$ cat src/cpag_pkg.sv
// Package for the coefficient-pointer address generator.
// Assumes a 23-bit data address space split into a 7-bit high and a 16-bit low part.
package cpag_pkg;
    localparam int unsigned FULL_W = 23;
    localparam int unsigned LOW_W  = 16;
    localparam int unsigned HIGH_W = 7;
    localparam int unsigned EXT_BYTES = 2;

    localparam logic [FULL_W-1:0] STEP_16 = 23'h000001;
    localparam logic [FULL_W-1:0] STEP_32 = 23'h000002;
    localparam logic [LOW_W-1:0]  PAIR_STEP = 16'h0001;
    localparam logic [FULL_W-1:0] PTR_RESET = 23'h000000;
    localparam logic [LOW_W-1:0]  LOW_RESET = 16'h0000;

    typedef enum logic [1:0] {
        CPAG_MODE_POSTDEC = 2'b00,
        CPAG_MODE_OFFSET  = 2'b01,
        CPAG_MODE_PREMOD  = 2'b10,
        CPAG_MODE_NONE    = 2'b11
    } cpag_mode_t;
endpackage

$ cat src/cpag_addr_gen.sv
// Address generator for coefficient-pointer indirect operands addressing memory-mapped registers.
// Assumes one operand request per cycle from decode, qualified by i_req.
// Functional notes
// (RULE_01) Address keeps high part; low part plus optional circular base and offset.
// (RULE_02) Post-decrement 16-bit: use current pointer, then full pointer minus one.
// (RULE_03) Post-decrement 32-bit: use current pointer, then full pointer minus two.
// (RULE_04) Paired second address: even first plus one, odd first minus one.
// (RULE_05) Paired load: first word to first register, second word to next.
// (RULE_06) Constant offset: sign-extended 16-bit constant added; pointer unchanged.
// (RULE_07) Constant forms carry a 2-byte extension and never issue in parallel.
// (RULE_08) Pre-modify: constant added to full pointer first; updated value used and kept.
// (RULE_09) Full pointer is 23 bits: upper seven high, lower sixteen low.
// (RULE_10) Circular base added only when circular mode selected, else linear.
`timescale 1ns/10ps
`default_nettype none
module cpag_addr_gen (
    // Clock and reset.
    input  wire logic                       i_clk_sys,
    input  wire logic                       i_resetn,
    // Operand request from decode.
    input  wire logic                       i_req,
    input  wire cpag_pkg::cpag_mode_t       i_mode,
    input  wire logic                       i_acc32,
    input  wire logic [15:0]                i_signed_offset_const,
    input  wire logic                       i_circ_en,
    input  wire logic [15:0]                i_coeff_circ_base,
    input  wire logic                       i_paired_issue,
    // Pointer load from software path.
    input  wire logic                       i_ptr_wr,
    input  wire logic [22:0]                i_ptr_wdata,
    // Data returned for a paired load.
    input  wire logic                       i_rd_valid,
    input  wire logic [15:0]                i_rd_word0,
    input  wire logic [15:0]                i_rd_word1,
    // Results.
    output logic                            o_addr_valid,
    output logic [22:0]                     o_addr_first,
    output logic [22:0]                     o_addr_second,
    output logic                            o_pair_valid,
    output logic [22:0]                     o_coeff_ptr_full,
    output logic [6:0]                      o_coeff_ptr_high,
    output logic [15:0]                     o_coeff_ptr_low,
    output logic [1:0]                      o_ext_bytes,
    output logic                            o_par_reject,
    output logic                            o_dst_wr,
    output logic [15:0]                     o_dst_first,
    output logic [15:0]                     o_dst_next
);
    import cpag_pkg::*;

    logic [FULL_W-1:0] ptr_r;
    logic [FULL_W-1:0] ptr_nxt;
    logic [FULL_W-1:0] base_ptr;
    logic [FULL_W-1:0] offset_ext;
    logic [LOW_W-1:0]  circ_add;
    logic [LOW_W-1:0]  low_sum;
    logic [FULL_W-1:0] eff_addr;
    logic [FULL_W-1:0] second_addr;
    logic              const_form;
    logic              go;
    logic              refuse;

    assign const_form  = (i_mode == CPAG_MODE_OFFSET) || (i_mode == CPAG_MODE_PREMOD);
    assign refuse      = i_req && const_form && i_paired_issue; // RULE_07
    assign go          = i_req && (i_mode != CPAG_MODE_NONE) && !refuse;
    assign offset_ext  = {{(FULL_W-LOW_W){i_signed_offset_const[LOW_W-1]}}, i_signed_offset_const}; // RULE_06
    // Pre-modify updates the pointer before the address is formed.
    assign base_ptr    = (i_mode == CPAG_MODE_PREMOD) ? ptr_r + offset_ext : ptr_r; // RULE_08
    assign circ_add    = i_circ_en ? i_coeff_circ_base : LOW_RESET; // RULE_10
    assign low_sum     = (i_mode == CPAG_MODE_OFFSET) ? base_ptr[LOW_W-1:0] + circ_add + i_signed_offset_const
                                                      : base_ptr[LOW_W-1:0] + circ_add;
    assign eff_addr    = {base_ptr[FULL_W-1:LOW_W], low_sum}; // RULE_01 RULE_09
    assign second_addr = {eff_addr[FULL_W-1:LOW_W],
                          eff_addr[0] ? eff_addr[LOW_W-1:0] - PAIR_STEP
                                      : eff_addr[LOW_W-1:0] + PAIR_STEP}; // RULE_04

    always_comb begin
        ptr_nxt = ptr_r;
        if (i_ptr_wr) begin
            ptr_nxt = i_ptr_wdata;
        end else if (go) begin
            case (i_mode)
                CPAG_MODE_POSTDEC: ptr_nxt = ptr_r - (i_acc32 ? STEP_32 : STEP_16); // RULE_02 RULE_03
                CPAG_MODE_OFFSET:  ptr_nxt = ptr_r; // RULE_06
                CPAG_MODE_PREMOD:  ptr_nxt = base_ptr; // RULE_08
                default:           ptr_nxt = ptr_r;
            endcase
        end
    end

    always_ff @(posedge i_clk_sys or negedge i_resetn) begin
        if (!i_resetn) begin
            ptr_r <= PTR_RESET;
        end else begin
            ptr_r <= ptr_nxt;
        end
    end

    always_ff @(posedge i_clk_sys or negedge i_resetn) begin
        if (!i_resetn) begin
            o_addr_valid  <= 1'b0;
            o_addr_first  <= PTR_RESET;
            o_addr_second <= PTR_RESET;
            o_pair_valid  <= 1'b0;
            o_ext_bytes   <= 2'h0;
            o_par_reject  <= 1'b0;
        end else begin
            o_addr_valid  <= go;
            o_addr_first  <= go ? eff_addr : o_addr_first;
            o_addr_second <= go ? second_addr : o_addr_second;
            o_pair_valid  <= go && i_acc32;
            o_ext_bytes   <= (i_req && const_form) ? 2'(EXT_BYTES) : 2'h0; // RULE_07
            o_par_reject  <= refuse; // RULE_07
        end
    end

    // Pointer views are registered copies of the next pointer value.
    always_ff @(posedge i_clk_sys or negedge i_resetn) begin
        if (!i_resetn) begin
            o_coeff_ptr_full <= PTR_RESET;
            o_coeff_ptr_high <= PTR_RESET[FULL_W-1:LOW_W];
            o_coeff_ptr_low  <= LOW_RESET;
        end else begin
            o_coeff_ptr_full <= ptr_nxt;
            o_coeff_ptr_high <= ptr_nxt[FULL_W-1:LOW_W]; // RULE_09
            o_coeff_ptr_low  <= ptr_nxt[LOW_W-1:0];
        end
    end

    always_ff @(posedge i_clk_sys or negedge i_resetn) begin
        if (!i_resetn) begin
            o_dst_wr    <= 1'b0;
            o_dst_first <= LOW_RESET;
            o_dst_next  <= LOW_RESET;
        end else begin
            o_dst_wr    <= i_rd_valid;
            o_dst_first <= i_rd_valid ? i_rd_word0 : o_dst_first; // RULE_05
            o_dst_next  <= i_rd_valid ? i_rd_word1 : o_dst_next; // RULE_05
        end
    end
endmodule
`default_nettype wire

$ cat config.mk
export PLATFORM = sky130hd
export DESIGN_NAME = cpag_addr_gen
export DESIGN_NICKNAME = d
export VERILOG_FILES = /design/src/cpag_pkg.sv /design/src/cpag_addr_gen.sv
export SDC_FILE = /design/constraint.sdc
export NUM_CORES = 1
export LEC_CHECK = 0
export ABC_AREA = 1
export BUFFER_PORTS_ARGS = -buffer_cell sky130_fd_sc_hd__buf_2
export CORE_ASPECT_RATIO = 0.75
export CORE_MARGIN = 10
export CORE_UTILIZATION = 26
export DETAILED_ROUTE_END_ITERATION = 8
export PLACE_DENSITY_LB_ADDON = 0.12
export SYNTH_ARGS = -nofsm -noshare
export SYNTH_HDL_FRONTEND = slang
export SYNTH_SLANG_ARGS = --single-unit
export TNS_END_PERCENT = 20
$ cat constraint.sdc
create_clock -name i_clk_sys -period 17 [get_ports i_clk_sys]
set_input_delay 1.7 -clock i_clk_sys [delete_from_list [all_inputs] [get_ports i_clk_sys]]
set_output_delay 1.7 -clock i_clk_sys [all_outputs]
set_load 0.01 [all_outputs]
## Word-level counts from Yosys, hierarchy flattened

Cells that the tools add are included.

| storage, ports and cells | value |
|---|---|
| output and inout bits | 130 |
| input port bits | 97 |
| logic and storage cells | 38 |
| register bits | 130 |

| cells by class | value |
|---|---|
| reductions and logical operators | 8 |
| muxes and demuxes | 9 |
| $add $sub $neg | 6 |
| equality and inequality tests | 3 |

Operators with widths:

| kind | number |
|---|---|
| 23-bit 2-to-1 mux | 3 |
| 16-bit 2-to-1 mux | 3 |
| 23-bit one-hot mux with 2 select lines | 1 |
| 16-bit adder | 2 |
| 23-bit adder | 1 |
| 23-bit by 2-bit subtractor with 23-bit output | 1 |
| 16-bit by 1-bit adder with 16-bit output (second input constant) | 1 |
| 16-bit by 1-bit subtractor with 16-bit output (second input constant) | 1 |
| 1-bit logical AND | 5 |
| 2-bit 2-to-1 mux | 2 |
| 2-bit by 1-bit equality test with 1-bit output (second input constant) | 1 |
| 2-bit equality test (second input constant) | 1 |
| 2-bit zero test | 1 |
| 2-bit != test (second input constant) | 1 |
| 1-bit zero test | 1 |
| 1-bit logical OR | 1 |

## Logic depth before layout (Yosys ltp)

Gate-level depths: netlist (run 1).

| depth | value |
|---|---|
| depth in word-level cells | 8 |
| depth in mapped cells | 41 |
| mapped depth without buffers | 39 |

## Worst setup path after synthesis (run 1)

No wires, ideal clock.

| timing | value |
|---|---|
| path type | input to register |
| start | input port i_mode[0] |
| end | register o_addr_second[15] |
| path buffers | 3 |
| setup slack | 9.938 ns |
| setup time | 0.066 ns |
| arrival | 6.996 ns |
| data required time | 16.934 ns |
| cell stages on the path | 35 |
| path through | inv_1 > ha_1 > inv_1 > clkbuf_1 > clkbuf_1 > clkbuf_1 > nand2_1 > nand2_1 > inv_1 > fa_1 > o21ai_0 > nand4_1 > nand2_1 > nand3_2 > nand2_1 > xor2_1 > inv_1 > ha_1 > a21oi_1 > a21boi_0 > o21ai_2 > a21oi_1 > xor2_1 > nand2_1 > and2_1 > ha_1 > inv_1 > nor3_1 > nand2_1 > o21ai_0 > xor2_1 > inv_1 > nand3_1 > nand3_1 > nand2_1 |

| on the way | value |
|---|---|
| cells in the longest elaborated chain, start to end | 7 |
| elaborated cells on any way between the ends | 16 |
| classes of those cells | 4 x add/sub; 3 x eq/ne; 3 x mux; 6 x reduce/logical |

Ends and longest elaborated chain:

| what | line | text |
|---|---|---|
| from (decl) | cpag_addr_gen.sv:22 | `input wire cpag_pkg::cpag_mode_t i_mode,` |
| 2-bit equality test | cpag_addr_gen.sv:68 | `assign base_ptr = (i_mode == CPAG_MODE_PREMOD) ? ptr_r + offset_ext : ptr_r;` |
| 23-bit 2-to-1 mux | cpag_addr_gen.sv:68 |  |
| 16-bit adder | cpag_addr_gen.sv:70, cpag_addr_gen.sv:71 |  |
| 16-bit adder | cpag_addr_gen.sv:70 | `assign low_sum = (i_mode == CPAG_MODE_OFFSET) ? base_ptr[LOW_W-1:0] + circ_add + i_signed_offset_const` |
| 16-bit 2-to-1 mux * | cpag_addr_gen.sv:70 |  |
| named net low_sum[13] | cpag_addr_gen.sv:56 | `logic [LOW_W-1:0] low_sum;` |
| 16-bit by 1-bit adder with 16-bit output or 16-bit by 1-bit subtractor with 16-bit output (tied branches) | cpag_addr_gen.sv:75, cpag_addr_gen.sv:74 |  |
| 16-bit 2-to-1 mux * | cpag_addr_gen.sv:74 | `eff_addr[0] ? eff_addr[LOW_W-1:0] - PAIR_STEP` |
| to (signal assigned) | cpag_addr_gen.sv:110 | `o_addr_second <= go ? second_addr : o_addr_second;` |
| to (decl) | cpag_addr_gen.sv:38 | `output logic [22:0] o_addr_second,` |

The timed path passes the listed nets; every way through them passes the cells marked *.
A chain may end at the register's enable or synchronous reset.

## Worst setup path after layout (run 1)

Same ends and word-level chain as after synthesis.

==> key figures, run 1 <==
Clocking
  – H-tree depth: 3
  – Reg clk slew, reported paths: 90 ps
  – Worst-Skew Late Latency: 390 ps
  – # Post-CTS Setup Buffers: 0
  – Post-CTS Hold Fix Bufs: 0
  – CTS tree: built
  – Longest Clk Path Bufs: 2
  – Root Buffer: clkbuf_16
  – Clk sink count: 99
  – CTS Buf Count: 9
  – Post-CTS sizing: 0

Routing
  – Post-DRT Antenna Nets: 0
  – First DRT Iteration DRCs: 471
  – Vias: 8467
  – Met2 WL post-DR: 14800 microns
  – Vias per cell: 4.65
  – Met3 WL post-DR: 1600 microns
  – WL met1: 15800 microns
  – First drt pass iteration count: 5
  – Max Used Layer: met4
  – Routed wire per std cell: 17.8 microns
  – WL final: 32400 microns
  – DRC: 0

Pwr
  – Sequential share of power: 0.285
  – Overall Power: 1.12 mW
  – Clk pwr share: 0.204
  – Worst IR Drop VDD: 0.0534 mV
  – Cell area power density: 107 mW/mm^2
  – Net switching fraction of the power: 0.457
  – NetSw: 0.510 mW
  – Combinational Power Share: 0.510
  – Int Power: 0.605 mW
  – P_leak: 5.45 nW

Setup path
  – FF-to-FF End: o_addr_second[15]
  – Delay-heaviest family, CP: compound AO/OA/AOI/OAI gates
  – Crit-path most repeated cell: nand2_1
  – Startpoint types: input pin
  – Maximum fanout along the worst path: 31
  – CP Depth: 39
  – Critical path's slowest cell: buf_4
  – Setup crit end kind: flip-flop
  – Critical path type: in2reg
  – CP required: 17280 ps
  – Largest stage delay on the critical path: 360 ps
  – CP startpoint: i_mode[0]
  – Crit path buf inv count: 6
  – Worst R2R Start: o_coeff_ptr_low[2]
  – CP endpoint: o_addr_second[15]
  – Worst Reg-to-Reg Cells: 33
  – Worst Path Arrival: 7660 ps
  – Reg2Reg Setup Slack: 10680 ps

Synthesis
  – Post-synth top area share: 0.283
  – Area of the mapped netlist: 0.00875 sq mm
  – Synth top area cells: dfrtp_1 (28%), nand2_1 (12%), ha_1 (10%)
  – Mean post-synth cell area: 7.40 sq um
  – Syn nets: 1357
  – Post-synth top area cell: dfrtp_1
  – Post-synthesis sequential area ratio: 0.283
  – EDFF count, synth: 0
  – Total number of yosys warnings: 0
  – Post-Syn Instances: 1183
  – Commonest register cell after synthesis: dfrtp_1
  – Yosys reg bits: 99
  – Share of flip-flops with an asynchronous set or reset: 1.00
  – Synth unique cells: 56

Cells and area
  – Commonest non-fill, non-tap cell in the layout: nand2_1
  – Commonest cells after routing, fill and taps aside: nand2_1 (287), buf_2 (224), inv_1 (124)
  – Syn-to-layout area delta: 19.5%
  – Nets: 1538
  – Share of layout cells above drive strength 1: 0.258

STA
  – RSZ-0062 raised after global routing: no
  – Final setup viols: 0
  – Relative slew slack: 0.319
  – Max Slew Vio Count: 0
  – Tcrit/Tclk final: 0.434
  – Setup_tns: 0 ps
  – Peak Freq: 135 MHz
  – Worst-Margin Slew: 1020 ps
  – Hold Vio Cnt, Final: 0
  – Clock Skew: 12.0 ps
  – Fin crit period: 7380 ps

Job
  – Maxcap violations: 0

GRT
  – Congestion Overflow GR: 0
  – Initial antenna violation count: 0
  – Global-route wire length before repair: 49600 microns
  – Gr usage total: 0.155
  – Pin count of the biggest net entering global routing: 67
  – Vias in the first global route: 8490

Hold path
  – Worst Hold Class: reg2reg

Floorplanning
  – # IOs: 227
  – Core ar.: 0.0334 sq mm
  – Die width: 232 microns
  – Core Rows: 58
  – Starting Density: 0.262
  – Die height: 179 microns
  – DIE AREA: 0.0415 sq mm

Placed design
  – GPL Wtd Cong: 0.913
  – Post-DP HPWL: 26400 microns
  – # port buffers: 225

Run status
  – Status: finished clean
==> metrics by stage <==
stage,setup slack [ps],area (sq um),instances,utilization,hold slack (ps)
after floorplan,9940,8750,1183,-,515
after global placement,9200,10100,1803,0.304,465
after detailed placement,9220,10100,1803,0.304,464
after CTS,9610,10500,1819,0.313,485
after global routing,8970,10500,1819,0.313,499
final,9620,10500,1821,0.313,480
==> worst reg2reg max path: cells and delay by family (launching register included) <==
family,cells,cell delay [ps]
AOI/OAI and AO/OA,11,2070
xor gates and xnor gates,3,610
adders and majority gates,4,1410
buffers and inverters,3,220
DFF,1,460
and+or+nand+nor,12,1510
==> cell type report <==
class,instances,area (sq um)
clock buffer,9,225
clock inverter,7,91.3
antenna,2,5.00
fill,3771,22900
sequential,99,2480
multi-input combinational,889,5420
inverter,134,503
tap,450,563
timing repair buffer,231,1170
==> synthesized netlist by cell type (3+ instances only) <==
library cell / number
inv_2: 10
o211ai_1: 16
a21o_1: 3
or2_2: 6
buf_4: 31
nor3_1: 7
a221o_1: 7
ha_1: 73
o21ai_1: 13
mux2_2: 32
a211oi_1: 5
buf_2: 8
dfrtp_1: 99
a31oi_1: 10
nor4_1: 3
nor3_2: 3
nor2_1: 71
o31ai_1: 5
a21oi_1: 90
nand2_2: 11
clkbuf_1: 19
buf_1: 3
nand4_1: 11
nand2_4: 4
xnor2_1: 10
nand2_1: 288
o21ai_0: 72
o21ai_2: 7
inv_1: 124
fa_1: 4
nand3_2: 18
xor2_1: 30
nand3_1: 59
==> cell families (layout without fill, tap and decap cells) <==
| logic type | Yosys count | after routing | share of synthesized area |
|---|---|---|---|
| other cells | 1 | 3 | 0.000428 |
| fa+ha+maj | 77 | 77 | 0.114 |
| simple gates | 496 | 496 | 0.259 |
| mux | 32 | 32 | 0.0412 |
| flops | 99 | 99 | 0.283 |
| xor+xnor | 42 | 42 | 0.0437 |
| compound gates | 241 | 241 | 0.161 |
| buf+inv | 195 | 381 | 0.0981 |
==> power groups by stage <==
stage,registers (mW),logic [mW],clock network [mW]
after floorplan,0.340,0.379,0
after global placement,0.324,0.577,0
after detailed placement,0.324,0.578,0
after CTS,0.320,0.580,0.239
after global routing,0.327,0.649,0.248
final,0.319,0.570,0.228
==> worst min-delay path by stage <==
stage                           from          endpoint  cells after the start  slack (ps)
CTS                  o_addr_first[5]   o_addr_first[5]                      2         490
global route         o_addr_first[1]   o_addr_first[1]                      2         500
detailed placement  o_addr_first[12]  o_addr_first[12]                      2         460
floorplan           o_addr_first[11]  o_addr_first[11]                      2         520
global placement     o_addr_first[2]   o_addr_first[2]                      2         470
finish              o_addr_first[14]  o_addr_first[14]                      2         480
==> registers in the layout, summed over array words and instances (netlist names) <==
| signal | cells |
|---|---|
| o_dst_first | 16 |
| o_coeff_ptr_low | 15 |
| o_addr_second | 16 |
| o_ext_bytes | 1 |
| o_pair_valid | 1 |
| o_coeff_ptr_full | 2 |
| o_addr_first | 23 |
| o_dst_next | 16 |
| o_par_reject | 1 |
| o_addr_valid | 1 |
| o_dst_wr | 1 |
| o_coeff_ptr_high | 6 |
==> per-layer routing <==
layer | vias up | global-route usage
met3 | 17 | 0.0319
li1 | 4301 | -
met4 | 0 | 0.0274
met2 | 189 | 0.250
met5 | - | 0
met1 | 3960 | 0.211
(Power assumes the default switching activity.)
==> run 2, diff against run 1 <==
- clock period: 17 -> 6.6 ns (I/O delays scaled with it)
==> key figures, run 2 (same netlist as run 1, synthesis figures left out) <==
Run status
  – Status: finished clean

Placed design
  – Post-DP HPWL: 26800 microns
  – Placed cell count: 1819
  – GPL Wtd Cong: 0.862
  – # port buffers: 225

Setup path
  – CP required: 6920 ps
  – Worst R2R Start: o_coeff_ptr_low[4]
  – Critical path's slowest cell: ha_1
  – Delay-heaviest family, CP: simple AND/OR/NAND/NOR gates
  – Crit path buf inv count: 3
  – Setup crit end kind: flip-flop
  – Startpoint types: input pin
  – Reg2Reg Setup Slack: 610 ps
  – Critical path type: in2reg
  – Worst Reg-to-Reg Cells: 36
  – Worst Path Arrival: 6310 ps
  – FF-to-FF End: o_addr_second[15]
  – Largest stage delay on the critical path: 360 ps
  – CP Depth: 37
  – Maximum fanout along the worst path: 5

STA
  – Final hold slack: 249 ps
  – Max Slew Vio Count: 0
  – Final setup viols: 0
  – Hold Vio Cnt, Final: 0
  – Clock Skew: 14.0 ps
  – Worst-Margin Slew: 875 ps
  – Fin crit period: 5990 ps
  – Peak Freq: 167 MHz
  – Tcrit/Tclk final: 0.908
  – Setup_tns: 0 ps
  – RSZ-0062 raised after global routing: no
  – Relative slew slack: 0.417

Pwr
  – Worst IR Drop VDD: 0.133 mV
  – P_leak: 5.53 nW
  – Cell area power density: 276 mW/mm^2

Clocking
  – Clk sink count: 99
  – Longest Clk Path Bufs: 2
  – CTS Buf Count: 9
  – H-tree depth: 3
  – CTS tree: built
  – Worst-Skew Late Latency: 390 ps
  – Reg clk slew, reported paths: 80 ps
  – Root Buffer: clkbuf_16

GRT
  – Gr usage total: 0.157
  – Initial antenna violation count: 0
  – Global-route wire length before repair: 50700 microns
  – Pin count of the biggest net entering global routing: 67
  – Congestion Overflow GR: 0
  – Vias in the first global route: 8735

Routing
  – First drt pass iteration count: 4
  – Vias per cell: 4.60
  – Routed wire per std cell: 17.8 microns
  – First DRT Iteration DRCs: 431
  – WL final: 32600 microns
  – DRC: 0
  – Post-DRT Antenna Nets: 0
  – Vias: 8444

Floorplanning
  – # IOs: 227
  – DIE AREA: 0.0415 sq mm
  – Die width: 232 microns
  – Core Rows: 58
  – Core ar.: 0.0334 sq mm
  – Starting Density: 0.262
  – Die height: 179 microns

Cells and area
  – Nets: 1554
  – Most flop-heavy register: o_addr_first
  – Max FFs per register: 23
  – Inserted Diodes: 0
  – Syn-to-layout area delta: 21.2%
  – Commonest non-fill, non-tap cell in the layout: nand2_1
  – Commonest cells after routing, fill and taps aside: nand2_1 (287), buf_2 (224), inv_1 (124)
  – Cell Count, Final, Fillers Out: 1835
  – Share of layout cells above drive strength 1: 0.271

Hold path
  – Worst Hold Class: in2async

Job
  – Maxcap violations: 0
-- run 2: through the flow --
step | worst slack (ps) | total power [mW] | instance area [sq um] | util
2_1_floorplan | 578 | 1.85 | 8750 | -
3_3_place_gp | 212 | 2.35 | 10300 | 0.307
3_5_place_dp | 60.0 | 2.35 | 10300 | 0.307
4_1_cts | 366 | 2.99 | 10600 | 0.317
5_1_grt | 22.9 | 3.22 | 10600 | 0.318
6_report | 606 | 2.93 | 10600 | 0.318
-- run 2: final cells by class --
cell class | count | area (sq um)
multi-input combinational | 889 | 5440
timing repair buffer | 247 | 1290
fill | 3727 | 22800
tap | 450 | 563
clock inverter | 7 | 103
clock buffer | 9 | 225
sequential | 99 | 2480
inverter | 134 | 503
-- run 2: routing by layer --
| metal | routed length, microns | track usage | share of wire | vias to the layer above |
|---|---|---|---|---|
| met1 | 16200 | 0.216 | 0.50 | 3946 |
| met3 | 1360 | 0.0308 | 0.042 | 16 |
| met5 | 0 | 0 | 0 | - |
| li1 | - | - | - | 4324 |
| met4 | 270 | 0.0302 | 0.0083 | 0 |
| met2 | 14800 | 0.253 | 0.45 | 158 |
-- run 2: report_power, final --
part | leakage [nW] | total, mW | internal, mW | switching, mW
Sequential | 1.19 | 0.814 | 0.727 | 0.0879
Clock | 0.160 | 0.613 | 0.309 | 0.304
Combinational | 4.18 | 1.50 | 0.586 | 0.917
Total | 5.53 | 2.93 | 1.62 | 1.31
-- run 2: how the worst max path moves through the flow --
stage / slack, ps / to / startpoint
floorplan: 580 / o_addr_second[15] / i_mode[0]
global placement: 210 / o_addr_second[15] / i_signed_offset_const[4]
detailed placement: 60 / o_addr_second[15] / i_signed_offset_const[4]
CTS: 370 / o_addr_second[15] / o_coeff_ptr_low[3]
global route: 20 / o_addr_second[15] / o_coeff_ptr_low[4]
finish: 610 / o_addr_second[15] / i_signed_offset_const[4]
-- run 2: what timing repair did --
action / in CTS / in global routing
resized for setup: 0 / 10
setup buffers: 0 / 0
hold buffers: 0 / 0
setup endpoints to repair: 0 / 1
==> run 3, diff against run 2 <==
- CORE_UTILIZATION: 26 -> 35
==> key figures, run 3 (same netlist as run 1, synthesis figures left out) <==
Run status
  – Status: finished clean

Pwr
  – Int Power: 1.61 mW
  – NetSw: 1.26 mW
  – Cell area power density: 276 mW/mm^2
  – Overall Power: 2.87 mW
  – Worst IR Drop VDD: 0.142 mV
  – Net switching fraction of the power: 0.440
  – Sequential share of power: 0.284
  – Combinational Power Share: 0.512
  – Clk pwr share: 0.205
  – P_leak: 5.49 nW

Clocking
  – CTS tree: built
  – CTS Buf Count: 9
  – Longest Clk Path Bufs: 2
  – Clk sink count: 99
  – Root Buffer: clkbuf_16
  – Worst-Skew Late Latency: 360 ps
  – # Post-CTS Setup Buffers: 0
  – Post-CTS sizing: 0
  – H-tree depth: 3
  – Post-CTS Hold Fix Bufs: 0
  – Reg clk slew, reported paths: 80 ps

Floorplanning
  – Die height: 157 microns
  – Core ar.: 0.0248 sq mm
  – Core Rows: 50
  – Die width: 203 microns
  – # IOs: 227
  – DIE AREA: 0.0318 sq mm
  – Starting Density: 0.353

GRT
  – Gr usage total: 0.185
  – Vias in the first global route: 8590
  – Pin count of the biggest net entering global routing: 67
  – Initial antenna violation count: 1
  – Congestion Overflow GR: 0
  – Global-route wire length before repair: 47300 microns

Routing
  – First drt pass iteration count: 5
  – Post-DRT Antenna Nets: 0
  – Vias per cell: 4.95
  – Vias: 8483
  – First DRT Iteration DRCs: 542
  – DRC: 0
  – WL final: 29900 microns
  – Routed wire per std cell: 17.4 microns

STA
  – Clock Skew: 10.2 ps
  – Fin worst setup slack: 523 ps
  – Peak Freq: 165 MHz
  – Hold Vio Cnt, Final: 0
  – Relative slew slack: 0.343
  – Tcrit/Tclk final: 0.921
  – Max Slew Vio Count: 0
  – Fin crit period: 6080 ps
  – Worst-Margin Slew: 985 ps
  – RSZ-0062 raised after global routing: no
  – Final setup viols: 0

Setup path
  – Maximum fanout along the worst path: 5
  – Setup crit end kind: flip-flop
  – Critical path's slowest cell: ha_1
  – Startpoint types: input pin
  – CP required: 6900 ps
  – Worst Path Arrival: 6380 ps
  – Largest stage delay on the critical path: 370 ps
  – Critical path type: in2reg

Placed design
  – # port buffers: 225
  – GPL Wtd Cong: 0.916
  – Setup WS pre-CTS: -17.3 ps
  – Post-DP HPWL: 24100 microns
  – Placement Cell Area: 0.0101 sq mm

Cells and area
  – Commonest cells after routing, fill and taps aside: nand2_1 (288), buf_2 (224), inv_1 (124)
  – Max FFs per register: 23
  – Most flop-heavy register: o_addr_first
  – Nets: 1546
  – Layout Cell Area excl Fill: 0.0104 sq mm
  – Commonest non-fill, non-tap cell in the layout: nand2_1
  – Share of layout cells above drive strength 1: 0.264
  – Syn-to-layout area delta: 18.7%
  – Inserted Diodes: 0

Job
  – Maxcap violations: 0

Hold path
  – Worst Hold Class: in2async
## run 3: worst paths after layout
check | end | cells past startpoint | slack, ps | startpoint
hold reg to reg | o_addr_second[15] | 2 | 480 | o_addr_second[15]
setup reg to reg | o_addr_second[15] | 38 | 550 | o_coeff_ptr_low[3]
min in group i_clk_sys | o_addr_second[15] | 2 | 480 | o_addr_second[15]
setup / recovery | o_addr_second[15] | 37 | 520 | i_signed_offset_const[4]
hold / removal | o_coeff_ptr_low[3] | 1 | 250 | i_resetn
max in group asynchronous | o_dst_first[5] | 2 | 5090 | i_resetn
## run 3: metrics by stage
step	TNS [ps]	cells	hold slack [ps]	util
final	0	1715	249	0.419
after global routing	0	1715	278	0.419
after CTS	0	1715	259	0.419
after detailed placement	-17.3	1699	461	0.406
after global placement	0	1699	462	0.406
after floorplan	0	1183	364	-
## run 3: critical path, delay by kind of cell
family / cells / cell delay, ps
AO/OA/AOI/OAI: 8 / 1420
XOR/XNOR: 3 / 630
adder cells (fa/ha/maj): 4 / 1390
buffers and inverters: 3 / 260
AND/OR/NAND/NOR: 19 / 2010
## run 3: power groups by stage
stage                     registers (mW)  logic, mW  clock network, mW
after global routing               0.835       1.66              0.629
after floorplan                    0.874      0.976                  0
after global placement             0.825       1.47                  0
after CTS                          0.815       1.48              0.610
final                              0.814       1.47              0.587
after detailed placement           0.825       1.47                  0
## run 3: layout make-up
cell class	instances	area, sq um
flip-flops and latches	99	2480
fillers	2692	14400
repair buffers	239	1230
inverters	134	503
clock buffers	10	239
well taps	338	423
multi-input cells	889	5430
clock inverters	6	81.3
## run 3: layer usage
layer,track usage,vias to the layer above,wire [microns]
li1,-,4296,-
met1,0.260,3969,15000
met2,0.290,200,13100
met3,0.0394,16,1480
met4,0.0308,2,259
met5,0,-,7
